[src/inc/hms_map.vh]
`ifndef HMS_MAP_VH
`define HMS_MAP_VH

// register byte addresses (word aligned)
`define HMS_A_CTRL      8'h00
`define HMS_A_METHOD    8'h04
`define HMS_A_TYPE      8'h08
`define HMS_A_OFFSET    8'h0C
`define HMS_A_POS       8'h10
`define HMS_A_STATUS    8'h14
`define HMS_A_QUAL      8'h18
`define HMS_A_CMD       8'h1C

// control word values that start homing
`define HMS_CW_READY    16'h000F
`define HMS_CW_START    16'h001F

// method codes, 8-bit two's complement
`define HMS_M27         8'h1B
`define HMS_M28         8'h1C
`define HMS_M29         8'h1D
`define HMS_M30         8'h1E
`define HMS_M31         8'h1F
`define HMS_M32         8'h20
`define HMS_M33         8'h21
`define HMS_M34         8'h22
`define HMS_M35         8'h23
`define HMS_MN1         8'hFF
`define HMS_MN2         8'hFE

// command encoding: {run, fast, fwd}
`define HMS_CMD_STOP    3'h0
`define HMS_CMD_RLO     3'h4
`define HMS_CMD_FLO     3'h5
`define HMS_CMD_RHI     3'h6
`define HMS_CMD_FHI     3'h7

// status bits
`define HMS_ST_BUSY     0
`define HMS_ST_DONE     1
`define HMS_ST_ERR      2

`define HMS_QUAL_RST    16'h0064

`endif
[src/hw/hms_homing_sequencer.v]
`timescale 1ns/10ps
// Function
// - m27 free start: rev fast, fwd slow, stop fall
// - m27 limit: fwd, rise, fall rev, rise fwd, fall
// - m27 switch on: fwd slow, stop at fall
// - m28 free: rev fast, fwd, rev, stop rise
// - m28 limit: fwd fast, rise slow, fall rev, stop rise
// - m28 switch on: fwd, fall rev, stop rise
// - m29 free: rev fast, rev slow, fall fwd, rise
// - m29 limit: fwd fast, rise rev, fall fwd, rise
// - m29 switch on: rev, fall fwd, stop rise
// - m30 free: rev, fall fwd, rise rev, stop fall
// - m30 limit: fwd fast, rise rev, stop fall
// - m30 switch on: rev slow, stop at fall
// - methods 31 and 32 are undefined, error
// - m33 reverse slow, stop at first index
// - m34 forward slow, stop at first index
// - m35 starts on control word 0F to 1F
// - absolute type loads position with offset
// - relative type adds offset to position
// - m-1 reverse to hard stop, fwd to index
// - m-2 forward to hard stop, rev to index
`include "hms_map.vh"

module hms_homing_sequencer (
   input  wire        clk_i,
   input  wire        rst_i,
   input  wire        ce_i,
   input  wire        wb_cyc_i,
   input  wire        wb_stb_i,
   input  wire        wb_we_i,
   input  wire [7:0]  wb_adr_i,
   input  wire [3:0]  wb_sel_i,
   input  wire [31:0] wb_dat_i,
   output reg  [31:0] wb_dat_o,
   output reg         wb_ack_o,
   input  wire        home_switch_i,
   input  wire        neg_limit_i,
   input  wire        pos_limit_i,
   input  wire        index_i,
   input  wire        torque_limit_i,
   input  wire        speed_zero_i,
   output reg         run_o,
   output reg         fast_o,
   output reg         fwd_o,
   output reg         busy_o,
   output reg         done_o
);

   // phase states: S0 fast search, S1 forward after a limit, S2 on the switch
   // after a search edge, S3 started on the switch, S4 waiting for the last
   // rising edge; HARD runs into the end stop, IDX waits for the index pulse;
   // the command flop, not the state, says which way and how fast we move
   localparam ST_IDLE = 3'h0;
   localparam ST_S0   = 3'h1;
   localparam ST_S1   = 3'h2;
   localparam ST_S2   = 3'h3;
   localparam ST_S3   = 3'h4;
   localparam ST_S4   = 3'h5;
   localparam ST_HARD = 3'h6;
   localparam ST_IDX  = 3'h7;

   // pin synchronisers: first stage feeds only the second
   wire [5:0] pin_vec  = {speed_zero_i, torque_limit_i, index_i,
                          pos_limit_i, neg_limit_i, home_switch_i};
   reg  [5:0] sync1_reg;
   reg  [5:0] sync2_reg;
   reg        hsw_d_reg;
   reg        idx_d_reg;
   wire       hsw      = sync2_reg[0];
   wire       nlim     = sync2_reg[1];
   wire       plim     = sync2_reg[2];
   wire       idx      = sync2_reg[3];
   wire       tlim     = sync2_reg[4];
   wire       szero    = sync2_reg[5];
   // edge registers reset low, the idle level of both pins; a pin that is
   // high after reset can only fake an edge in a state that ignores it
   wire       hsw_rise = hsw & ~hsw_d_reg;
   wire       hsw_fall = ~hsw & hsw_d_reg;
   wire       idx_rise = idx & ~idx_d_reg;

   reg [15:0] cw_reg;
   reg [15:0] cw_prev_reg;
   reg [7:0]  method_reg;
   reg        type_reg;
   reg [31:0] offset_reg;
   reg [31:0] pos_reg;
   reg [15:0] qual_reg;
   reg [15:0] hold_cnt_reg;
   reg [2:0]  state_reg;
   reg [2:0]  state_next;
   reg [2:0]  cmd_reg;
   reg [2:0]  cmd_next;
   reg        lim_reg;
   reg        lim_next;
   reg        err_reg;
   reg        fin_next;
   reg        err_next;

   wire       wb_req  = wb_cyc_i & wb_stb_i & ~wb_ack_o;
   // a write lands on the edge at which the master sees ack, never earlier
   wire       wb_wr   = wb_cyc_i & wb_stb_i & wb_we_i & wb_ack_o;
   // the ready word must have stood for a cycle before the start word
   wire       start   = (cw_prev_reg == `HMS_CW_READY) & (cw_reg == `HMS_CW_START);
   // the stall must still stand at the qualifying edge, not only have stood
   wire       hard_ok = (hold_cnt_reg >= qual_reg) & tlim & szero;
   // either limit counts; only the fast reverse search can meet one
   wire       lim_hit = (cmd_reg == `HMS_CMD_RHI) & (nlim | plim);

   // byte-lane merge shared by the ctrl, offset, pos and qual registers; method and type take lane 0 only
   function [31:0] lane_merge;
      input [31:0] old_v;
      input [31:0] new_v;
      input [3:0]  sel;
      integer k;
      begin
         lane_merge = old_v;
         for (k = 0; k < 4; k = k + 1) begin
            if (sel[k]) begin
               lane_merge[k*8 +: 8] = new_v[k*8 +: 8];
            end
         end
      end
   endfunction

   // 16-bit registers keep only the low half of the merged word
   wire [31:0] cw_merge   = lane_merge({16'h0000, cw_reg}, wb_dat_i, wb_sel_i);
   wire [31:0] qual_merge = lane_merge({16'h0000, qual_reg}, wb_dat_i, wb_sel_i);

   // status word laid out from the bit map so software and logic agree
   reg  [31:0] status_word;
   always @* begin
      status_word               = 32'h0000_0000;
      status_word[`HMS_ST_BUSY] = busy_o;
      status_word[`HMS_ST_DONE] = done_o;
      status_word[`HMS_ST_ERR]  = err_reg;
   end

   // step table: returns {stop, cmd} for each phase, start flag and limit path
   always @* begin
      state_next = state_reg;
      cmd_next   = cmd_reg;
      lim_next   = lim_reg;
      fin_next   = 1'b0;
      err_next   = 1'b0;
      case (state_reg)
         ST_IDLE: begin
            if (start) begin
               lim_next = 1'b0;
               // the switch level at start picks the on-switch or the search branch
               case (method_reg)
                  `HMS_M27, `HMS_M28: begin
                     state_next = hsw ? ST_S3 : ST_S0;
                     cmd_next   = hsw ? `HMS_CMD_FLO : `HMS_CMD_RHI;
                  end
                  `HMS_M29, `HMS_M30: begin
                     state_next = hsw ? ST_S3 : ST_S0;
                     cmd_next   = hsw ? `HMS_CMD_RLO : `HMS_CMD_RHI;
                  end
                  `HMS_M33: begin
                     state_next = ST_IDX;
                     cmd_next   = `HMS_CMD_RLO;
                  end
                  `HMS_M34: begin
                     state_next = ST_IDX;
                     cmd_next   = `HMS_CMD_FLO;
                  end
                  `HMS_M35: begin
                     fin_next = 1'b1;
                  end
                  `HMS_MN1: begin
                     state_next = ST_HARD;
                     cmd_next   = `HMS_CMD_RHI;
                  end
                  `HMS_MN2: begin
                     state_next = ST_HARD;
                     cmd_next   = `HMS_CMD_FHI;
                  end
                  default: begin
                     // 31, 32 and any other code: no motion, flagged
                     err_next = 1'b1;
                  end
               endcase
            end
         end
         ST_S0: begin
            // fast reverse search; a limit turns the axis round
            // limits are watched only in this first fast search
            if (lim_hit) begin
               lim_next   = 1'b1;
               cmd_next   = (method_reg == `HMS_M27) ? `HMS_CMD_FLO : `HMS_CMD_FHI;
               state_next = ST_S1;
            end else if (hsw_rise) begin
               case (method_reg)
                  `HMS_M27, `HMS_M28: cmd_next = `HMS_CMD_FLO;
                  default:            cmd_next = `HMS_CMD_RLO;
               endcase
               state_next = ST_S2;
            end
         end
         ST_S1: begin
            // forward after limit, waiting for the switch rising edge
            if (hsw_rise) begin
               case (method_reg)
                  `HMS_M27: cmd_next = `HMS_CMD_FLO;
                  `HMS_M28: cmd_next = `HMS_CMD_FLO;
                  default:  cmd_next = `HMS_CMD_RLO;
               endcase
               state_next = ST_S2;
            end
         end
         ST_S2: begin
            // on the switch, waiting for its falling edge
            if (hsw_fall) begin
               if (method_reg == `HMS_M27 && !lim_reg) begin
                  cmd_next   = `HMS_CMD_STOP;
                  fin_next   = 1'b1;
                  state_next = ST_IDLE;
               end else if (method_reg == `HMS_M30 && lim_reg) begin
                  cmd_next   = `HMS_CMD_STOP;
                  fin_next   = 1'b1;
                  state_next = ST_IDLE;
               end else begin
                  case (method_reg)
                     `HMS_M27, `HMS_M28: cmd_next = `HMS_CMD_RLO;
                     default:            cmd_next = `HMS_CMD_FLO;
                  endcase
                  state_next = ST_S4;
               end
            end
         end
         ST_S3: begin
            // started on the switch, waiting for its falling edge
            if (hsw_fall) begin
               if (method_reg == `HMS_M27 || method_reg == `HMS_M30) begin
                  cmd_next   = `HMS_CMD_STOP;
                  fin_next   = 1'b1;
                  state_next = ST_IDLE;
               end else begin
                  cmd_next   = (method_reg == `HMS_M28) ? `HMS_CMD_RLO : `HMS_CMD_FLO;
                  state_next = ST_S4;
               end
            end
         end
         ST_S4: begin
            // last rising edge: stop, or for 27 and 30 one more pass
            if (hsw_rise) begin
               if (method_reg == `HMS_M27 || method_reg == `HMS_M30) begin
                  cmd_next   = (method_reg == `HMS_M27) ? `HMS_CMD_FLO : `HMS_CMD_RLO;
                  // 30 marks its last pass so the next fall stops it; 27 clears the mark
                  lim_next   = (method_reg == `HMS_M30);
                  state_next = ST_S2;
               end else begin
                  cmd_next   = `HMS_CMD_STOP;
                  fin_next   = 1'b1;
                  state_next = ST_IDLE;
               end
            end
         end
         ST_HARD: begin
            // driving into the end stop until the stall has qualified
            if (hard_ok) begin
               cmd_next   = (method_reg == `HMS_MN1) ? `HMS_CMD_FLO : `HMS_CMD_RLO;
               state_next = ST_IDX;
            end
         end
         ST_IDX: begin
            // slow run to the first index rising edge
            if (idx_rise) begin
               cmd_next   = `HMS_CMD_STOP;
               fin_next   = 1'b1;
               state_next = ST_IDLE;
            end
         end
         default: begin
            // unused code: park the axis rather than run on
            state_next = ST_IDLE;
            cmd_next   = `HMS_CMD_STOP;
         end
      endcase
   end

   always @(posedge clk_i) begin
      if (rst_i) begin
         sync1_reg    <= 6'h00;
         sync2_reg    <= 6'h00;
         hsw_d_reg    <= 1'b0;
         idx_d_reg    <= 1'b0;
         cw_reg       <= 16'h0000;
         cw_prev_reg  <= 16'h0000;
         method_reg   <= 8'h00;
         type_reg     <= 1'b0;
         offset_reg   <= 32'h0000_0000;
         pos_reg      <= 32'h0000_0000;
         qual_reg     <= `HMS_QUAL_RST;
         hold_cnt_reg <= 16'h0000;
         state_reg    <= ST_IDLE;
         cmd_reg      <= `HMS_CMD_STOP;
         lim_reg      <= 1'b0;
         err_reg      <= 1'b0;
         done_o       <= 1'b0;
         wb_ack_o     <= 1'b0;
         wb_dat_o     <= 32'h0000_0000;
      end else if (ce_i) begin
         // with ce low every register, the bus ack included, holds its value
         sync1_reg   <= pin_vec;
         sync2_reg   <= sync1_reg;
         hsw_d_reg   <= hsw;
         idx_d_reg   <= idx;
         cw_prev_reg <= cw_reg;
         state_reg   <= state_next;
         cmd_reg     <= cmd_next;
         lim_reg     <= lim_next;
         // counter restarts whenever the stall condition breaks
         // and saturates, so a long stall never wraps below the threshold
         if (state_reg == ST_HARD && tlim && szero) begin
            if (hold_cnt_reg != 16'hFFFF) begin
               hold_cnt_reg <= hold_cnt_reg + 16'h0001;
            end
         end else begin
            hold_cnt_reg <= 16'h0000;
         end
         wb_ack_o <= wb_req;
         if (wb_wr) begin
            case (wb_adr_i)
               `HMS_A_CTRL:   cw_reg     <= cw_merge[15:0];
               `HMS_A_METHOD: method_reg <= wb_sel_i[0] ? wb_dat_i[7:0] : method_reg;
               `HMS_A_TYPE:   type_reg   <= wb_sel_i[0] ? wb_dat_i[0] : type_reg;
               `HMS_A_OFFSET: offset_reg <= lane_merge(offset_reg, wb_dat_i, wb_sel_i);
               `HMS_A_QUAL:   qual_reg   <= qual_merge[15:0];
               default: ;
            endcase
         end
         // homing completion owns the position over a same-cycle write
         if (fin_next) begin
            pos_reg <= type_reg ? pos_reg + offset_reg : offset_reg;
         end else if (wb_wr && wb_adr_i == `HMS_A_POS) begin
            pos_reg <= lane_merge(pos_reg, wb_dat_i, wb_sel_i);
         end
         // set wins over a start that clears the flags
         if (fin_next) begin
            done_o <= 1'b1;
         end else if (start) begin
            done_o <= 1'b0;
         end
         if (err_next) begin
            err_reg <= 1'b1;
         end else if (start) begin
            err_reg <= 1'b0;
         end
         // read data is loaded every cycle, so it already stands when ack does
         case (wb_adr_i)
            `HMS_A_CTRL:   wb_dat_o <= {16'h0000, cw_reg};
            `HMS_A_METHOD: wb_dat_o <= {24'h000000, method_reg};
            `HMS_A_TYPE:   wb_dat_o <= {31'h00000000, type_reg};
            `HMS_A_OFFSET: wb_dat_o <= offset_reg;
            `HMS_A_POS:    wb_dat_o <= pos_reg;
            `HMS_A_STATUS: wb_dat_o <= status_word;
            `HMS_A_QUAL:   wb_dat_o <= {16'h0000, qual_reg};
            `HMS_A_CMD:    wb_dat_o <= {29'h00000000, cmd_reg};
            default:       wb_dat_o <= 32'h0000_0000;
         endcase
      end
   end

   // motion outputs decode straight from the command flop
   always @* begin
      run_o  = cmd_reg[2];
      fast_o = cmd_reg[1];
      fwd_o  = cmd_reg[0];
      busy_o = (state_reg != ST_IDLE);
   end

endmodule // hms_homing_sequencer

[config.mk]
export PLATFORM = sky130hd
export DESIGN_NAME = hms_homing_sequencer
export DESIGN_NICKNAME = d
export VERILOG_FILES = /design/src/hw/hms_homing_sequencer.v
export VERILOG_INCLUDE_DIRS = /design/src /design/src/inc
export SDC_FILE = /design/constraint.sdc
export NUM_CORES = 1
export LEC_CHECK = 0
export BUFFER_PORTS_ARGS = -buffer_cell sky130_fd_sc_hd__clkbuf_2
export CORE_ASPECT_RATIO = 1.5
export CORE_MARGIN = 2
export CORE_UTILIZATION = 45
export CTS_CLUSTER_DIAMETER = 120
export DETAILED_ROUTE_END_ITERATION = 8
export SLEW_MARGIN = 5
export SYNTH_ARGS = -nofsm -noshare
export SYNTH_HDL_FRONTEND = slang
export SYNTH_SLANG_ARGS = --single-unit
[constraint.sdc]
create_clock -name clk_i -period 8 [get_ports clk_i]
set_input_delay 1.6 -clock clk_i [delete_from_list [all_inputs] [get_ports clk_i]]
set_output_delay 1.6 -clock clk_i [all_outputs]
set_load 0.005 [all_outputs]
==> qor.txt, run 1 <==
======================================================================================
Routed Antenna Nets                                                                  0
Pint                                                                           1.46 mW
Final Total Pwr                                                                1.93 mW
Antenna violations before repair                                                     0
Final Util                                                                       0.507
H-tree level count                                                                   4
Seq cells post-synth                                                               193
Overall via count from detail_route                                              10200
Die span in y                                                                   197 um
Syn_area_per_cell                                                             8.22 um2
Critical path's slowest cell                                                   a21oi_1
Fraction of power spent switching nets                                           0.241
Sum of overflow across all layers after global routing                               0
Clock tree skew after final layout                                          0.00986 ns
Ratio of cells with drive above 1 in the final layout                            0.124
Number of enable flip-flop cells after synthesis                                     0
Crit path kind                                                            primary input to flip-flop
Hold Path Origin                                                           wb_dat_o[4]
Most used cells in the layout excluding fill and tap cells                nor2_1 (236), dfxtp_1 (193), mux2i_1 (125)
Clock transition at path regs                                                  0.07 ns
# DRC                                                                                0
Post-synth cell types                                                               82
Crit-path cells                                                           clkbuf_2 > or4_4 > nor3_4 > nand2_1 > nor2_2 > nand2_1 > a21oi_1 > nand2b_1 > a21oi_1 > or3_1
Pins Over Slew Limit                                                                 0
Category of the worst setup path launch point                             primary input
Syn-to-layout area delta                                                         10.7%
Period utilization                                                               0.512
Pin slew with the least headroom to its limit                                 0.973 ns
Worst rel slew slack                                                             0.352
Weighted congestion reported at the end of routability-driven placement          0.893
Boundary Pins                                                                       94
Clock root cell                                                              clkbuf_16
Synth warn                                                                           0
R2R depth                                                                           10
LEAKAGE                                                                        4.80 nW
Detail-routed net length per standard cell                                     19.3 um
Post-Syn Area                                                                11200 um2
Arrival time of the worst setup path                                           4.43 ns
Setup slack of the most critical reg-to-reg path                               4.12 ns
Detailed placer's ending HPWL                                                 24900 um
Overall die area                                                             26200 um2
Sequential share of the synthesized area                                         0.345
Number of hold-repair buffers added at the cts stage                                 0
Post-CTS Setup Inserts                                                               0
Share of synthesized flip-flops with an asynchronous set or reset                    0
Synthesized instance count                                                        1363
Initial Utilization                                                              0.458
Longest individual stage delay on the worst path                               0.77 ns
Setup-failing EPs final                                                              0
Min-Delay Path Class                                                      flip-flop to flip-flop
Number of cells on the worst hold path                                               2
Maximum number of pins on one net before global-route repair                       109
Total CTS buffers                                                                   17
Clock Latency Late Sink                                                        0.45 ns
Count of buffers inserted at the top-level ports                                    93
Final wirelength                                                              33600 um
Largest buffer count on any clock path                                               2
TritonRoute pass-1 iters                                                             6
Clock power share                                                                0.450
Final-report hold violation count                                                    0
Post-synthesis net count                                                          1468
Comb pwr share                                                                   0.046
Detailed Route Iter0 Violations                                                    602
# diodes                                                                             0
Endpoint of the worst hold path                                            wb_dat_o[4]
P_sw                                                                          0.465 mW
Reg2reg end                                                                pos_reg[31]
Number of sinks driven by the clock tree                                           193
Via density                                                                       5.87
Setup repair after global routing missed its margin                              false
Max cap viols                                                                        0
Sum of negative setup slack                                                       0 ns
Layout net count                                                                  1508
TritonCTS clock tree                                                             built
Worst endpoint required time                                                   8.33 ns
Max IR drop VDD                                                             0.000152 V
R2r startpoint                                                            state_reg[0]
Element type at the critical path end                                        flip-flop
Most common cell after layout, fill and taps aside                              nor2_1
Highest clock frequency the design can meet                                  0.244 GHz
Total Routing Usage GR                                                           0.259
Predominant post-synthesis flop cell                                           dfxtp_1
Die Width                                                                       133 um
Share of total power in sequential cells                                         0.504
Crit Path Max Fanout                                                                11
Power per standard cell area                                                155 nW/um2
Total number of placement rows                                                      70
Area of the core                                                             24400 um2
Minimum clock period                                                           4.10 ns
Wire length of the first global-routing pass                                  53400 um
Quantity of gates resized following cts                                              0
Result of the run                                                         finished clean
Vias in the first global route                                                    9927
======================================================================================
## kinds of logic after synthesis
kind of cell / Yosys count / share of synthesized area
buffers and inverters: 124 / 0.0449
DFF: 193 / 0.345
AOI/OAI and AO/OA: 338 / 0.205
xor gates and xnor gates: 32 / 0.0250
muxes: 131 / 0.119
and+or+nand+nor: 496 / 0.206
adders and majority gates: 49 / 0.0554
## cell usage after synthesis, drive strengths merged, types with 6 or more instances
master / n / share of area
o21ai: 58 / 0.026
a311oi: 6 / 0.0052
o21bai: 6 / 0.0040
o21a: 7 / 0.0047
dfxtp: 193 / 0.34
nand3: 29 / 0.013
nor3: 29 / 0.015
a221oi: 13 / 0.012
nand4: 20 / 0.011
a21oi: 102 / 0.047
or4: 7 / 0.0050
inv: 41 / 0.014
mux2i: 125 / 0.11
clkbuf: 58 / 0.019
xor2: 12 / 0.0094
nor4: 12 / 0.0073
nand2: 87 / 0.029
a21o: 24 / 0.016
xnor2: 20 / 0.016
nor2: 244 / 0.084
ha: 48 / 0.054
a211oi: 33 / 0.022
or3: 14 / 0.0083
a2111oi: 7 / 0.0095
nor2b: 14 / 0.0078
buf: 23 / 0.011
o22ai: 11 / 0.0061
a22oi: 26 / 0.017
o211ai: 8 / 0.0058
nand2b: 13 / 0.0073
## per-stage QoR
stage / instances / hold WS [ns] / setup slack [ns] / cell area (um2)
6_report: 1739 / 0.483 / 3.90 / 12400
5_1_grt: 1739 / 0.507 / 3.73 / 12400
4_1_cts: 1739 / 0.486 / 3.99 / 12400
3_5_place_dp: 1708 / 0.478 / 3.51 / 11800
3_3_place_gp: 1708 / 0.468 / 3.50 / 11800
2_1_floorplan: 1363 / 0.449 / 4.36 / 11200
## final cells by class
cell class | instances | area (um2)
Clock buffer | 18 | 429
Clock inverter | 13 | 153
Sequential cell | 193 | 3860
Fill cell | 2428 | 12000
Tap cell | 324 | 405
Multi-Input combinational cell | 1046 | 6840
Inverter | 43 | 161
Timing Repair Buffer | 102 | 539
## metal layers
layer	vias to the layer above	global-route usage	share of wire
li1	5002	-	-
met1	4868	0.283	0.39
met2	268	0.485	0.53
met3	74	0.0405	0.035
met4	0	0.125	0.045
met5	-	0	0
## worst max-delay path by stage
stage / start / endpoint / slack (ns)
after floorplan: wb_adr_i[7] / pos_reg[17] / 4.36
after global placement: wb_adr_i[7] / pos_reg[31] / 3.50
after detailed placement: wb_adr_i[7] / pos_reg[31] / 3.51
after CTS: wb_adr_i[7] / pos_reg[31] / 3.99
after global routing: wb_adr_i[7] / pos_reg[31] / 3.73
final: wb_adr_i[7] / pos_reg[31] / 3.90
## critical path: cells and delay by family
family	cells	cell delay, ns
AND/OR/NAND/NOR	7	1.91
AO/OA/AOI/OAI	2	0.83
buffers and inverters	1	0.08
## power by group through the flow
stage	Clock [mW]	Combinational [mW]	Sequential, mW
final	0.867	0.0894	0.971
after global routing	0.924	0.0969	0.971
after CTS	0.888	0.0900	0.971
after detailed placement	0	0.0900	0.993
after global placement	0	0.0895	0.993
after floorplan	0	0.0481	0.992
Power figures use the tool's default switching activity.
==> run 2, diff against run 1 <==
clock period = 4.2 ns   (was 8 ns; I/O delays follow)
==> run 2 against run 1 <==
  * First-iteration DRC count is 8.3% higher
  * Routed wire length is 1.6% higher
  * Hold slack better by 0.0038 ns
  * Sequential cell count stayed put
  * Register-to-register slack worse by 3.3 ns
==> qor.txt, run 2 (same netlist as run 1, synthesis figures left out) <==
======================================================================================
Wire length of the first global-routing pass                                  54700 um   +2.4%
Final-report hold violation count                                                    0   unchanged
LEAKAGE                                                                        4.88 nW   +1.7%
Area taken by multi-input logic gates                                         6840 um2   unchanged
Crit Path Max Fanout                                                                29   +18
Detail-routed net length per standard cell                                     19.5 um   +0.72%
Final Total Pwr                                                                3.68 mW   +91%
Clock Latency Late Sink                                                        0.44 ns   about the same
Area of the core                                                             24400 um2   unchanged
Layout filler cell count                                                          2394   -1.4%
Layout net count                                                                  1524   +1.1%
Worst endpoint required time                                                   4.53 ns   -3.80 ns
Crit path kind                                                            flip-flop to flip-flop
Source of the critical timing path                                        method_reg[0]
Count of buffers inserted at the top-level ports                                    93   unchanged
Via density                                                                       5.85   -0.34%
Overall die area                                                             26200 um2   unchanged
Total Routing Usage GR                                                           0.264   +0.00436
Max cap viols                                                                        0   unchanged
Pins Over Slew Limit                                                                 0   unchanged
R2r startpoint                                                            method_reg[0]
TritonCTS clock tree                                                             built
Longest individual stage delay on the worst path                               0.70 ns   -0.07 ns
Area post-placement                                                          11900 um2   +1.1%
Routed Antenna Nets                                                                  0   unchanged
Result of the run                                                         finished clean
Power per standard cell area                                                294 nW/um2   +89%
Overall via count from detail_route                                              10300   +0.52%
Final wirelength                                                              34100 um   +1.6%
Highest clock frequency the design can meet                                  0.297 GHz
Total number of placement rows                                                      70   unchanged
Arrival time of the worst setup path                                           3.69 ns   -0.74 ns
Ratio of cells with drive above 1 in the final layout                            0.134   +0.00988
Min-Delay Path Class                                                      flip-flop to flip-flop
Initial Utilization                                                              0.458   unchanged
Die Width                                                                       133 um   unchanged
Crit-path cells                                                           nand2b_1 > a2111oi_4 > nor3_1 > and4b_2 > buf_4 > a21o_1 > a21oi_1 > a2111oi_2
Setup-failing EPs final                                                              0   unchanged
Period utilization                                                               0.800
# diodes                                                                             0   unchanged
Largest buffer count on any clock path                                               2   unchanged
Clock transition at path regs                                                  0.07 ns   about the same
Weighted congestion reported at the end of routability-driven placement          0.977   +9.4%
Most used cells in the layout excluding fill and tap cells                nor2_1 (236), dfxtp_1 (193), mux2i_1 (125)
Number of hold-repair buffers added at the cts stage                                 0   unchanged
Die span in y                                                                   197 um   unchanged
Antenna violations before repair                                                     0   unchanged
H-tree level count                                                                   4   unchanged
Post-CTS Setup Inserts                                                               0   unchanged
Pin slew with the least headroom to its limit                                 0.682 ns   -0.291 ns
Worst setup slack after placement                                             0.766 ns   -2.75 ns
Number of sinks driven by the clock tree                                           193   unchanged
Most common cell after layout, fill and taps aside                              nor2_1
Total CTS buffers                                                                   17   unchanged
Clock root cell                                                              clkbuf_16
Syn-to-layout area delta                                                         11.9%
Detailed Route Iter0 Violations                                                    652   +8.3%
# DRC                                                                                0   unchanged
Max IR drop VDD                                                             0.000281 V   +85%
Maximum number of pins on one net before global-route repair                        67   -39%
Boundary Pins                                                                       94   unchanged
Sum of negative setup slack                                                       0 ns   unchanged
Hold Path Origin                                                          wb_dat_o[10]
Worst Slack Setup Final                                                       0.838 ns   -3.07 ns
Critical path's slowest cell                                                   dfxtp_1
Storage cell area                                                             3860 um2   unchanged
Detailed placer's ending HPWL                                                 25500 um   +2.4%
Category of the worst setup path launch point                                flip-flop
Quantity of gates resized following cts                                              0   unchanged
Total placed cells including tap cells                                            1724   +0.94%
TritonRoute pass-1 iters                                                             6   unchanged
Sum of overflow across all layers after global routing                               0   unchanged
Worst rel slew slack                                                             0.544   +0.192
Setup repair after global routing missed its margin                              false
Vias in the first global route                                                    9984   +0.57%
Final std cells w/o fill                                                          1754   +0.86%
Minimum clock period                                                           3.36 ns
Clock tree skew after final layout                                          0.00999 ns   +0.000126 ns
Cell area after layout                                                       12500 um2   +1.1%
Element type at the critical path end                                        flip-flop
======================================================================================
run 2: per-layer routing:
metal,GRT usage,up-vias,share of wire,wire length [um]
met2,0.495,257,0.53,18000
met3,0.0375,76,0.040,1360
met1,0.294,4896,0.39,13400
met5,0,-,0,0
li1,-,5036,-,-
met4,0.112,0,0.041,1390
run 2: area by class of cell:
class                   instances  area share
flip-flops and latches        193       0.308
inverters                      43      0.0129
clock buffers                  18      0.0350
well taps                     324      0.0323
clock inverters                12      0.0117
repair buffers                118      0.0536
multi-input cells            1046       0.546
run 2: power breakdown:
part	switching, mW	total, mW	internal [mW]
logic	0.121	0.180	0.0588
clock network	0.754	1.66	0.901
registers	0.00804	1.85	1.84
total	0.882	3.68	2.80
run 2: worst paths after layout:
kind,end,slack (ns),cells past startpoint
setup / recovery,pos_reg[21],0.84,8
hold / removal,wb_dat_o[10],0.49,2
setup reg to reg,pos_reg[21],0.84,8
hold reg to reg,wb_dat_o[10],0.49,2
run 2: worst max-delay path, delay by kind of cell (launching register included):
family / cells / cell delay (ns)
AOI/OAI and AO/OA: 4 / 1.40
and+or+nand+nor: 3 / 0.78
DFF: 1 / 0.70
buffers and inverters: 1 / 0.35
run 2: stage by stage:
step | hold WS (ns) | util
6_report | 0.487 | 0.513
5_1_grt | 0.505 | 0.513
4_1_cts | 0.488 | 0.513
3_5_place_dp | 0.478 | 0.489
3_3_place_gp | 0.469 | 0.489
2_1_floorplan | 0.449 | -
==> run 3, diff against run 2 <==
ABC_AREA = 1   (was not set)
clock period = 3.2 ns   (was 4.2 ns; I/O delays follow)
==> run 3 against run 2 <==
  * Setup slack worse by 0.16 ns
  * Register-to-register slack worse by 0.16 ns
  * Largest power group unchanged
  * Fmax is 33% higher
  * Cell count is 39% higher
  * First-iteration DRC count is 9.7% higher
  * Critical path type unchanged
  * Critical path depth is 5 higher
  * Highest routed layer unchanged
  * Global-route usage is 2.4 points higher
  * Sequential cell count stayed put
  * Core utilization is 1.0 points lower
  * Hold slack worse by 0.083 ns
==> qor.txt, run 3 <==
======================================================================================
Die Width                                                                       139 um   +4.4%
Crit path kind                                                            flip-flop to flip-flop
Antenna violations before repair                                                     1   +1
Area taken by multi-input logic gates                                         7020 um2   +2.5%
Worst rel slew slack                                                             0.540   -0.00397
Post-CTS Setup Inserts                                                               0   unchanged
Fraction of met1 tracks used by global routing                                   0.302   +0.00747
P_sw                                                                           1.25 mW   +42%
Boundary Pins                                                                       94   unchanged
Min-Delay Path Class                                                      primary input to flip-flop
Cell accounting for the most synthesized area                                  dfxtp_1
Routed Antenna Nets                                                                  0   unchanged
Quantity of gates resized following cts                                              0   unchanged
Post-synth top area share                                                        0.315   -0.0295
H-tree level count                                                                   4   unchanged
Storage cell area                                                             3860 um2   unchanged
Result of the run                                                         finished clean
# DRC                                                                                0   unchanged
Predominant post-synthesis flop cell                                           dfxtp_1
Ratio of cells with drive above 1 in the final layout                           0.0823   -0.0520
Share of synthesized flip-flops with an asynchronous set or reset                    0   unchanged
Number of hold-repair buffers added at the cts stage                                 0   unchanged
Detail-routed net length per standard cell                                     16.7 um   -14%
Number of sinks driven by the clock tree                                           193   unchanged
Pins Over Slew Limit                                                                 0   unchanged
Total number of placement rows                                                      74   +5.7%
Syn_area_per_cell                                                             6.04 um2   -26%
Met2 usage in global routing                                                     0.538   +0.0433
Most common cell after layout, fill and taps aside                             nand2_1
Sequential share of the synthesized area                                         0.315   -0.0295
Area post-placement                                                          13000 um2   +8.7%
Post-synthesis net count                                                          2131   +45%
Fraction of power spent switching nets                                           0.256   +0.0162
Die span in y                                                                   206 um   +4.5%
Leading post-synthesis cells by cell area                                 dfxtp_1 (32%), nand2_1 (18%), inv_1 (8.6%), nor2_1 (8.2%), o21ai_0 (7.4%)
Pin slew with the least headroom to its limit                                 0.690 ns   +0.00798 ns
Weighted congestion reported at the end of routability-driven placement          0.975   -0.19%
Clock transition at path regs                                                  0.08 ns   about the same
Clock Latency Late Sink                                                        0.46 ns   +0.02 ns
Category of the worst setup path launch point                                flip-flop
Syn-to-layout area delta                                                         11.0%
Total CTS buffers                                                                   17   unchanged
Comb pwr share                                                                   0.051   +0.002
Post-Syn Area                                                                12200 um2   +9.3%
Share of total power in sequential cells                                         0.497   -0.005
Clock root cell                                                              clkbuf_16
Setup-failing EPs final                                                              0   unchanged
Clock power share                                                                0.452   +0.003
Maximum number of pins on one net before global-route repair                       118   +76%
Area of the core                                                             27000 um2   +11%
Met3 usage                                                                      0.0378   +0.000302
Highest clock frequency the design can meet                                  0.396 GHz   +33%
Setup repair after global routing missed its margin                              false
Minimum clock period                                                           2.53 ns   -0.837 ns
Synth warn                                                                           0   unchanged
Sum of negative setup slack                                                       0 ns   unchanged
Arrival time of the worst setup path                                           2.92 ns   -0.77 ns
Synthesized instance count                                                        2026   +49%
TritonRoute pass-1 iters                                                             5   -1
Final Total Pwr                                                                4.90 mW   +33%
Total placed cells including tap cells                                            2413   +40%
Final-report hold violation count                                                    0   unchanged
Vias in the first global route                                                   12500   +26%
Max cap viols                                                                        0   unchanged
Layout filler cell count                                                          2963   +24%
Crit Path Max Fanout                                                                27   -6.9%
Layout net count                                                                  2195   +44%
Total Routing Usage GR                                                           0.288   +0.0241
TritonCTS clock tree                                                             built
Via density                                                                       5.28   -9.7%
Cell area after layout                                                       13600 um2   +8.4%
Period utilization                                                               0.789   -0.0113
Pint                                                                           3.65 mW   +30%
Initial Utilization                                                              0.453   -0.00539
Max IR drop VDD                                                             0.000404 V   +43%
Largest buffer count on any clock path                                               2   unchanged
Sum of overflow across all layers after global routing                               0   unchanged
Element type at the critical path end                                        flip-flop
Detailed placer's ending HPWL                                                 31600 um   +24%
Post-synth cell types                                                               47   -43%
Final std cells w/o fill                                                          2445   +39%
Overall die area                                                             28600 um2   +9.1%
Count of buffers inserted at the top-level ports                                    93   unchanged
Ranking of synthesized cells by instance count                            nand2_1 (574), inv_1 (280), nor2_1 (268), dfxtp_1 (193), o21ai_0 (182)
# diodes                                                                             0   unchanged
LEAKAGE                                                                        6.40 nW   +31%
Seq cells post-synth                                                               193   unchanged
Final wirelength                                                              40900 um   +20%
Most congested layer reported by global routing                                   met2
Power per standard cell area                                                361 nW/um2   +23%
Most used cells in the layout excluding fill and tap cells                nand2_1 (574), inv_1 (280), nor2_1 (268)
Leading cell type by number of instances after synthesis                       nand2_1
Wire length of the first global-routing pass                                  64600 um   +18%
Detailed Route Iter0 Violations                                                    715   +9.7%
Overall via count from detail_route                                              12900   +26%
Number of enable flip-flop cells after synthesis                                     0   unchanged
Clock tree skew after final layout                                           0.0118 ns   +0.00185 ns
Worst endpoint required time                                                   3.59 ns   -0.94 ns
======================================================================================
## run 3: cell count changes after synthesis, sizes merged, moves of 18 or more
| cell | change |
|---|---|
| nand2 | +495 |
| inv | +243 |
| mux2i | -125 |
| o21ai | +125 |
| nand3 | +75 |
| a21oi | +65 |
| nor2 | +33 |
| a211oi | -30 |
| a22oi | -25 |
| a21o | -24 |
| xnor2 | -18 |
## run 3: final timing paths
check	from	to	slack, ns	depth (start not counted)
setup / recovery	method_reg[6]	pos_reg[15]	0.67	13
hold / removal	neg_limit_i	sync1_reg[1]	0.40	3
setup reg to reg	method_reg[6]	pos_reg[15]	0.67	13
hold reg to reg	wb_dat_o[12]	wb_dat_o[12]	0.47	2
## run 3: worst max-delay path, cell delays in order, from the launching register on
cell,delay [ns]
dfxtp_1,0.34
inv_1,0.11
nand2_1,0.11
nor2_4,0.19
nand2_1,0.18
nand3_2,0.10
nor2_1,0.05
nor2_2,0.13
nand3_4,0.30
nand2_4,0.34
nand2_2,0.24
inv_2,0.20
nor2_1,0.07
nor2_1,0.10
## run 3: cell families after synthesis
| family | count (synthesis) | synth area share |
|---|---|---|
| AND/OR/NAND/NOR | 1023 | 0.342 |
| XOR/XNOR | 8 | 0.00572 |
| buffers and inverters | 352 | 0.112 |
| adder cells (fa/ha/maj) | 49 | 0.0507 |
| flip-flops | 193 | 0.315 |
| AO/OA/AOI/OAI | 401 | 0.174 |
## run 3: area by class of cell
class | instances | share of cell area
clock buffers | 19 | 0.0333
clock inverters | 13 | 0.0108
inverters | 287 | 0.0793
multi-input cells | 1481 | 0.516
flip-flops and latches | 193 | 0.284
well taps | 342 | 0.0315
repair buffers | 110 | 0.0446
## run 3: metal layers
metal | wire [um] | part of all wire
met1 | 15700 | 0.38
met2 | 21200 | 0.52
met3 | 1280 | 0.031
met4 | 2630 | 0.064
met5 | 0 | 0
## run 3: power by group through the flow
stage               sequential [mW]  clock, mW  combinational [mW]
floorplan                      2.49          0               0.144
global placement               2.49          0               0.246
detailed placement             2.49          0               0.248
CTS                            2.44       2.26               0.249
global route                   2.44       2.34               0.279
finish                         2.44       2.21               0.251
## run 3: through the flow
stage	util	setup WS (ns)	hold WS (ns)
after floorplan	-	1.18	0.441
after global routing	0.503	0.423	0.399
after detailed placement	0.481	0.451	0.459
after CTS	0.503	0.677	0.383
after global placement	0.481	0.500	0.455
final	0.503	0.674	0.404
